### config.mk
export PLATFORM = sky130hd
export DESIGN_NAME = asc_host
export DESIGN_NICKNAME = d
export VERILOG_FILES = /design/src/rtl/asc_pkg.sv /design/src/rtl/asc_host.sv
export SDC_FILE = /design/constraint.sdc
export NUM_CORES = 1
export LEC_CHECK = 0
export ABC_AREA = 1
export BUFFER_PORTS_ARGS = -buffer_cell sky130_fd_sc_hd__buf_2
export CAP_MARGIN = 20
export CORE_MARGIN = 3
export CORE_UTILIZATION = 40
export DETAILED_ROUTE_END_ITERATION = 16
export PLACE_DENSITY = 0.65
export SLEW_MARGIN = 20
export SYNTH_ARGS = -nofsm -noshare
export SYNTH_HDL_FRONTEND = slang
export SYNTH_SLANG_ARGS = --single-unit
### constraint.sdc
create_clock -name clock -period 1.65 [get_ports clock]
set_input_delay 0.165 -clock clock [delete_from_list [all_inputs] [get_ports clock]]
set_output_delay 0.165 -clock clock [all_outputs]
set_load 0.01 [all_outputs]
### src/rtl/asc_pkg.sv
// Purpose: Constants for the asynchronous static memory host controller
// Assumes: 25 MHz system clock, 40 ns period
// Notes:   Times in ps; cycle counts derived from them
package asc_pkg;
   localparam int CLK_PERIOD_PS = 40000;
   localparam int ADDR_W = 18;
   localparam int DATA_W = 16;
   // Pin timing of the memory, in ps
   localparam int WRITE_DATA_SETUP_PS = 5000;
   localparam int WRITE_DATA_HOLD_PS = 0;
   localparam int ADDR_SETUP_TO_WRITE_END_PS = 7000;
   localparam int ADDR_SETUP_TO_WRITE_START_PS = 0;
   localparam int ADDR_HOLD_AFTER_WRITE_PS = 0;
   localparam int LANE_STROBE_TO_WRITE_END_PS = 7000;
   localparam int WRITE_STROBE_TO_FLOAT_PS = 5000;
   localparam int WRITE_RELEASE_TO_DRIVE_PS = 3000;
   localparam int LANE_RELEASE_TO_FLOAT_PS = 6000;
   localparam int OUTPUT_GATE_TO_FLOAT_PS = 5000;
   localparam int ADDR_TO_DATA_PS = 10000;
   localparam int CYCLE_TIME_PS = 10000;
   localparam int DESELECT_BEFORE_RETENTION_PS = 0;
   // Least time, rounded up, never below one cycle
   function automatic int minCycles(input int ps);
      int c;
      c = (ps + CLK_PERIOD_PS - 1) / CLK_PERIOD_PS;
      return (c < 1) ? 1 : c;
   endfunction
   // Write pulse: setup plus float time, and the 7 ns strobe/address figures
   localparam int WR_PULSE_PS = (WRITE_DATA_SETUP_PS + WRITE_STROBE_TO_FLOAT_PS > ADDR_SETUP_TO_WRITE_END_PS) ?
                                WRITE_DATA_SETUP_PS + WRITE_STROBE_TO_FLOAT_PS : ADDR_SETUP_TO_WRITE_END_PS;
   localparam logic [3:0] WR_PULSE_CYC = 4'(minCycles(WR_PULSE_PS));
   localparam logic [3:0] RD_ACCESS_CYC = 4'(minCycles(ADDR_TO_DATA_PS));
   // Read strobes held until stages two and three of the pin synchroniser both carry the data
   localparam logic [3:0] RD_HOLD_CYC = RD_ACCESS_CYC + 4'h3;
   localparam int TURN_PS = (LANE_RELEASE_TO_FLOAT_PS > OUTPUT_GATE_TO_FLOAT_PS) ?
                            LANE_RELEASE_TO_FLOAT_PS : OUTPUT_GATE_TO_FLOAT_PS;
   localparam logic [3:0] TURN_CYC = 4'(minCycles(TURN_PS));
   localparam logic [3:0] CYCLE_CYC = 4'(minCycles(CYCLE_TIME_PS));
   typedef enum logic [4:0] {
      ST_IDLE  = 5'h01,
      ST_SETUP = 5'h02,
      ST_WRITE = 5'h04,
      ST_READ  = 5'h08,
      ST_TURN  = 5'h10
   } asc_state_t;
endpackage

### src/rtl/asc_host.sv
// Purpose: Host controller driving an asynchronous 256K x 16 static memory
// Assumes: Memory pins are sampled/driven on the 25 MHz clock
// Notes:   One access at a time; request taken while reqReady is high and a lane is set
//
// Operation
// Write starts only with write strobe, select and a lane strobe all low.
// Memory ends write at first rising edge of write strobe, select or lane.
// Write data valid at least 5 ns before the terminating edge.
// Write data held until the terminating edge; hold 0 ns.
// Address valid at least 7 ns before write end.
// Address valid no later than write start.
// Address stable up to write end; hold 0 ns.
// Lane strobes asserted at least 7 ns before write end.
// Write strobe low time at least setup plus float delay.
// Memory floats the bus at least 3 ns after write strobe rises.
// Memory floats the bus at least 3 ns after select falls.
// Memory may drive the bus as soon as output gate falls.
// Lane data valid within 4.5 ns of lane strobe.
// Memory may drive a lane at once when its strobe falls.
// Memory releases a lane within 6 ns of strobe rising.
// Memory sleeps within 10 ns after select rises.
// Select deasserted before supply enters retention level.
// Lower strobe selects bits 0-7, upper bits 8-15.
// Bus floats when select, output gate or lane strobes are high.
// Space accesses by cycle time; sample read data after access time.
`timescale 1ns/1ps
module asc_host
   import asc_pkg::*;
(
   input  wire logic                         clock,
   input  wire logic                         rst_n,
   // User side
   input  wire logic                         reqValid,
   output logic                              reqReady,
   input  wire logic                         reqWrite,
   input  wire logic [asc_pkg::ADDR_W-1:0]   reqAddr,
   input  wire logic [asc_pkg::DATA_W-1:0]   reqWdata,
   input  wire logic [1:0]                   reqLanes,
   input  wire logic                         retentionReq,
   output logic                              retentionOk,
   output logic                              rdValid,
   output logic [asc_pkg::DATA_W-1:0]        rdData,
   // Memory pins
   output logic [asc_pkg::ADDR_W-1:0]        memAddr,
   output logic                              chipSelect_n,
   output logic                              outputGate_n,
   output logic                              writeStrobe_n,
   output logic                              lower_lane_strobe_n,
   output logic                              upper_lane_strobe_n,
   input  wire logic [asc_pkg::DATA_W-1:0]   memDataIn,
   output logic [asc_pkg::DATA_W-1:0]        memDataOut,
   output logic                              memDataOe
);
   import asc_pkg::*;

   // ****************************************
   // Decode helpers
   // ****************************************
   // Write overlap still open for this state and count
   function automatic logic writeOpen(input asc_state_t st, input logic [3:0] cnt);
      return (st == ST_WRITE) && (cnt < WR_PULSE_CYC);
   endfunction

   // Read strobes still low; held past access time for the synchroniser
   function automatic logic readOpen(input asc_state_t st, input logic [3:0] cnt);
      return (st == ST_READ) && (cnt < RD_HOLD_CYC);
   endfunction

   // ****************************************
   // State and registers
   // ****************************************
   asc_state_t                state_reg;
   logic [3:0]                count_reg;
   logic [1:0]                lanes_reg;
   logic [DATA_W-1:0]         sync1_reg;
   logic [DATA_W-1:0]         sync2_reg;
   logic [DATA_W-1:0]         sync3_reg;
   logic                      wasWrite_reg;
   logic                      reqTake;
   logic                      writeOn;
   logic                      readOn;

   // Idle only, and no access while retention is held (R17 margin)
   assign reqReady = (state_reg == ST_IDLE) && !retentionReq;

   // Retention allowed once idle with select high
   assign retentionOk = (state_reg == ST_IDLE) && chipSelect_n;

   // Taken only with a lane asked for; no lane means no write can start
   assign reqTake = reqValid && reqReady && (reqLanes != 2'h0);

   // Strobe phases of the access in progress
   assign writeOn = writeOpen(state_reg, count_reg);
   assign readOn  = readOpen(state_reg, count_reg);

   // ****************************************
   // Sequencer
   // ****************************************
   // Cycle counter limits each phase to its minimum time, reads to access time plus three cycles
   always_ff @(posedge clock) begin
      if (!rst_n) begin
         state_reg <= ST_IDLE;
         count_reg <= 4'h0;
      end else begin
         case (state_reg)
            ST_IDLE: begin
               if (reqTake) begin
                  state_reg <= ST_SETUP;
                  count_reg <= 4'h0;
               end
            end
            ST_SETUP: begin
               // Address settled one cycle before any strobe
               state_reg <= wasWrite_reg ? ST_WRITE : ST_READ;
               count_reg <= 4'h1;
            end
            ST_WRITE: begin
               if (count_reg >= WR_PULSE_CYC) begin
                  state_reg <= ST_TURN;
                  count_reg <= 4'h1;
               end else begin
                  count_reg <= count_reg + 4'h1;
               end
            end
            ST_READ: begin
               // Three extra cycles: stage three must hold data taken after access time,
               // otherwise stages two and three disagree and the read is lost
               if (count_reg >= RD_HOLD_CYC) begin
                  state_reg <= ST_TURN;
                  count_reg <= 4'h1;
               end else begin
                  count_reg <= count_reg + 4'h1;
               end
            end
            ST_TURN: begin
               // Lets the memory float the bus before the next access
               if (count_reg >= TURN_CYC && count_reg >= CYCLE_CYC) begin
                  state_reg <= ST_IDLE;
               end else begin
                  count_reg <= count_reg + 4'h1;
               end
            end
            default: begin
               state_reg <= ST_IDLE;
               count_reg <= 4'h0;
            end
         endcase
      end
   end

   // ****************************************
   // Request capture and pin drive
   // ****************************************
   // Address and data held from setup until after turnaround
   always_ff @(posedge clock) begin
      if (!rst_n) begin
         memAddr      <= '0;
         memDataOut   <= '0;
         lanes_reg    <= 2'h0;
         wasWrite_reg <= 1'b0;
      end else if (reqTake) begin
         memAddr      <= reqAddr;
         memDataOut   <= reqWdata;
         lanes_reg    <= reqLanes;
         wasWrite_reg <= reqWrite;
      end
   end

   // Control strobes registered so pins are glitch free
   always_ff @(posedge clock) begin
      if (!rst_n) begin
         chipSelect_n        <= 1'b1;
         outputGate_n        <= 1'b1;
         writeStrobe_n       <= 1'b1;
         lower_lane_strobe_n <= 1'b1;
         upper_lane_strobe_n <= 1'b1;
         memDataOe           <= 1'b0;
      end else begin
         // Write ends when all strobes rise together; data still driven
         chipSelect_n        <= !(state_reg == ST_SETUP || writeOn || readOn);
         writeStrobe_n       <= !((state_reg == ST_SETUP && wasWrite_reg) || writeOn);
         // Gate opens only in reads, so host and memory never drive together
         outputGate_n        <= !((state_reg == ST_SETUP && !wasWrite_reg) || readOn);
         // A lane not asked for keeps its strobe high and floats
         lower_lane_strobe_n <= !(lanes_reg[0] && (state_reg == ST_SETUP || writeOn || readOn));
         upper_lane_strobe_n <= !(lanes_reg[1] && (state_reg == ST_SETUP || writeOn || readOn));
         // Drive only in writes; held through strobe rise for zero hold
         memDataOe           <= (state_reg == ST_SETUP && wasWrite_reg) || state_reg == ST_WRITE;
      end
   end

   // ****************************************
   // Read data capture
   // ****************************************
   // Three-stage synchroniser on the data pins
   always_ff @(posedge clock) begin
      if (!rst_n) begin
         sync1_reg <= '0;
         sync2_reg <= '0;
         sync3_reg <= '0;
      end else begin
         sync1_reg <= memDataIn;
         sync2_reg <= sync1_reg;
         sync3_reg <= sync2_reg;
      end
   end

   // Stage three is taken only once it matches stage two, so a pin
   // still settling never reaches rdData
   // Sample only after access time and agreement of stages two and three
   always_ff @(posedge clock) begin
      if (!rst_n) begin
         rdValid <= 1'b0;
         rdData  <= '0;
      end else begin
         rdValid <= 1'b0;
         if (state_reg == ST_READ && count_reg >= RD_HOLD_CYC && sync2_reg == sync3_reg) begin
            rdValid <= 1'b1;
            // Unread lane returns zero, since it floats
            rdData  <= {lanes_reg[1] ? sync3_reg[15:8] : 8'h00, lanes_reg[0] ? sync3_reg[7:0] : 8'h00};
         end
      end
   end
endmodule

==> results.txt <==
The count of buffers from port buffering came out at 115. The total routing usage reported by global routing is 17.1%. At the pin with the least slew margin, the transition time is 443 ps. The violation count after the first detailed-routing iteration is 172.

Setup violations remaining at the end of the flow were counted as 0. The worst setup path category is reg -> reg. The number of instances on the worst hold path came out at 3. CTS saw 117 sinks. The final hold violation count is 0.

The parity-gate share of the synthesized area counting xor and xnor cells came out at 2.26%. Counting flops with a built-in enable in the synthesized netlist gives 0. The power after layout is 8.03 mW. The fraction of synthesized area in multiplexers is 0%. The final wirelength came out at 10,700 um. The worst vdd rail ir drop came out at 882 uV. The register with the most flip-flops is memAddr. In the synthesized netlist, the cells that appear most often are nand2_1 (171), dfxtp_1 (117), inv_1 (112). The simple-gate share of the synthesized area came out at 27.5%. The launching instance or port of the critical path is state_reg[3]$_SDFFE_PN0P_. The power per cell area came out at 1240 mW/mm^2. The number of optimization iterations in the first detailed-route pass came out at 4. The post-route netlist has 21.9% of its cells at a drive strength greater than 1. The die height came out at 114 um.

Entering global routing, the biggest net connects 48 pins. The cell leakage power is 3.71 nW. The run finished with clean final reports. The initial core utilization came out at 41.9%. The core region is 0.0111 mm^2. The slowest cell on the critical path is dfxtp_1. The remaining routing DRC violations came out at 0. The number of buffers and inverters on the critical path is 3.

The number of buffers on the longest clock path is 2. For this block, the via count after detailed routing is 4,166. The area of the mapped netlist came out at 0.00464 mm^2. The number of antenna diodes in the final layout is 0.

In this run the tightest slew margin relative to its limit is 70.4%. The family of cells with the greatest summed delay on the critical path is simple AND/OR/NAND/NOR gates. The via count of the first global-routing pass is 3,903. Walking the worst path, the cells encountered are nor2_4 > nand2_2 > nor2_2 > inv_2 > nor3_4 > buf_12 > inv_6 > nor2_1 > nor2_1. The ratio of final minimum period to clock period is 93.0%. The area of the die came out at 0.0129 mm^2. dfxtp_1 takes more of the synthesized area than any other cell. The number of standard-cell rows in the floorplan came out at 38.

The residual antenna-violating net count after detailed routing is 0. The net count after synthesis came out at 696. The worst setup path is launched from a register.

The fraction of synthesized cell area taken by the top area cell type came out at 50.4%. After clock tree synthesis, the clock-pin slew on the worst setup and hold paths is 50 ps. The share of synthesized registers carrying an async set or reset came out at 0%.

The number of pins with negative max-slew slack in the final report is 0. In this run the clock root is driven by a clkbuf_16. Hold timing on the final database bottoms out at a slack of 9.97 ps. The final layout net count came out at 864. The highest net fanout along the worst path came out at 38. The setup check on the worst reg-to-reg path leaves a slack of 120 ps. The clock skew after layout is 6.96 ps. The clock latency of the later-clocked register in the worst-skew pair is 400 ps. The die is 114 um wide. Across the run, the number of max-cap violations was 0. The number of flip-flops in the largest register is 18. The global-route wire length before repair is 17,800 um. The share of the synthesized area in compound gates (AO/OA/AOI/OAI) is 5.55%. The flip-flop and latch count after synthesis came out at 117. In the post-synthesis netlist, the cell with the most instances is nand2_1. The average size of a mapped cell came out at 7.30 um^2. At the end of routability-driven placement, the weighted congestion stood at 0.876. The TritonCTS buffer count came out at 17.

The level count of the clock H-tree is 4. After synthesis, the largest family of logic cells by area is simple AND/OR/NAND/NOR gates. The cell count of the worst reg-to-reg path came out at 9.

The share of synthesized cell area in full adder, half adder and majority cells came out at 0.808%. On the worst path, the slowest cell contributes a delay of 340 ps. By area the synthesized netlist is led by dfxtp_1 (50%), nand2_1 (14%), inv_1 (9.1%). The mean routed wirelength per cell came out at 11.2 um.

The data required time of the worst path is 1940 ps. The maximum achievable frequency came out at 652 MHz. In this run the critical register-to-register path is launched from state_reg[3]$_SDFFE_PN0P_. The cell that appears most often on the critical path is nor2_1. The synthesized instance count is 636.

The element type at the critical path end is a register. After layout, the minimum clock period comes to 1530 ps. In this run the critical register-to-register path is captured at wasWrite_reg$_SDFFE_PN0P_. For this run the aggregate overflow at the end of global routing stands at 0. The critical path ends at wasWrite_reg$_SDFFE_PN0P_. The sequential share of the synthesized area is 50.4%. The type of the tightest min-delay check is in -> reg. The synthesized netlist contains 25 unique library cells. After legalization and detailed placement, the total HPWL measured 6960 um. The detailed-route vias per instance is 4.36.

Relative to the synthesized area, the layout overhead comes to 39.5%. Setup repair after global routing left no endpoint under its margin. The most frequently used flop master after synthesis is dfxtp_1. TritonCTS built the clock tree. The number of stages on the worst setup path came out at 9. During synthesis, Yosys emitted a total of 0 warnings. The number of antenna violations at the first check in global routing is 0. For this design the top-level I/O count stands at 116.

Data arrives at the worst endpoint at 1820 ps.
[power breakdown]
part	total, mW	internal, mW	leakage (nW)	switching [mW]
Clock	3.72	2.51	0.298	1.20
Sequential	3.16	3.03	0.956	0.132
Combinational	1.15	0.491	2.46	0.655
Total	8.03	6.04	3.71	1.99
[routing by layer]
| metal | up-vias | GRT usage, % | wire, um |
|---|---|---|---|
| met2 | 116 | 28.0 | 5100 |
| li1 | 2216 | - | - |
| met4 | 0 | 9.05 | 343 |
| met1 | 1799 | 20.7 | 4680 |
| met5 | - | 0 | 0 |
| met3 | 35 | 4.56 | 535 |
[kinds of logic (layout without fill, tap and decap cells)]
| group | count (synthesis) | after routing |
|---|---|---|
| adders and majority gates | 3 | 3 |
| buffers and inverters | 143 | 323 |
| and+or+nand+nor | 310 | 310 |
| xor gates and xnor gates | 12 | 12 |
| DFF | 117 | 117 |
| AOI/OAI and AO/OA | 51 | 51 |
[worst min-delay path by stage]
stage,start,to,slack (ps)
2_1_floorplan,memDataIn[0],sync1_reg[0]$_SDFF_PN0_,260
3_3_place_gp,memDataIn[10],sync1_reg[10]$_SDFF_PN0_,350
3_5_place_dp,memDataIn[0],sync1_reg[0]$_SDFF_PN0_,350
4_1_cts,reqWrite,wasWrite_reg$_SDFFE_PN0P_,0.06
5_1_grt,reqAddr[7],memAddr[7]$_SDFFE_PN0P_,10
6_report,reqAddr[3],memAddr[3]$_SDFFE_PN0P_,10
[layout make-up]
| cell class | instances | area (um^2) |
|---|---|---|
| clock inverter | 9 | 125 |
| timing repair buffer | 175 | 1210 |
| multi-input combinational | 376 | 1700 |
| sequential | 117 | 2340 |
| clock buffer | 22 | 484 |
| fill | 978 | 4600 |
| inverter | 117 | 444 |
| tap | 140 | 175 |
[stage by stage]
| stage | setup TNS (ps) | area, um^2 | util (%) | cells | worst slack (ps) |
|---|---|---|---|---|---|
| floorplan | 0 | 4640 | - | 636 | 266 |
| global placement | 0 | 5300 | 47.9 | 873 | 76.7 |
| detailed placement | -0.947 | 5300 | 47.9 | 873 | -0.947 |
| CTS | 0 | 6370 | 57.5 | 950 | 46.3 |
| global route | 0 | 6480 | 58.5 | 956 | 7.61 |
| finish | 0 | 6480 | 58.5 | 956 | 115 |
[timing repair]
| item | CTS | global route |
|---|---|---|
| setup endpoints to repair | 26 | 57 |
| hold buffers | 46 | 0 |
| pin swaps | 0 | 3 |
| gates resized for setup | 1 | 4 |
| buffers inserted | 0 | 5 |
| endpoints found under the hold margin | 46 | 0 |
| gates cloned | 0 | 1 |
[layout by cell type, fill, tap and decap left out, drive strengths merged]
cell type    instances
nand2              173
buf                128
dfxtp              117
inv                117
nor2               101
dlygate4sd3         46
o21ai               43
nand3               28
clkbuf              23
xnor2                8
a21oi                7
nand4                5
xor2                 4
clkinv               4
ha                   3
bufinv               3
clkinvlp             2
nor3                 2
and2                 1
o21bai               1
[worst reg2reg max path, cell delays in order, from the launching register on]
cell and delay (ps):
dfxtp_1 340, nor2_4 140, nand2_2 60, nor2_2 130, inv_2 80, nor3_4 200, buf_12 150, inv_6 100
nor2_1 160, nor2_1 60
No activity file was read; power rests on OpenSTA's default activity.
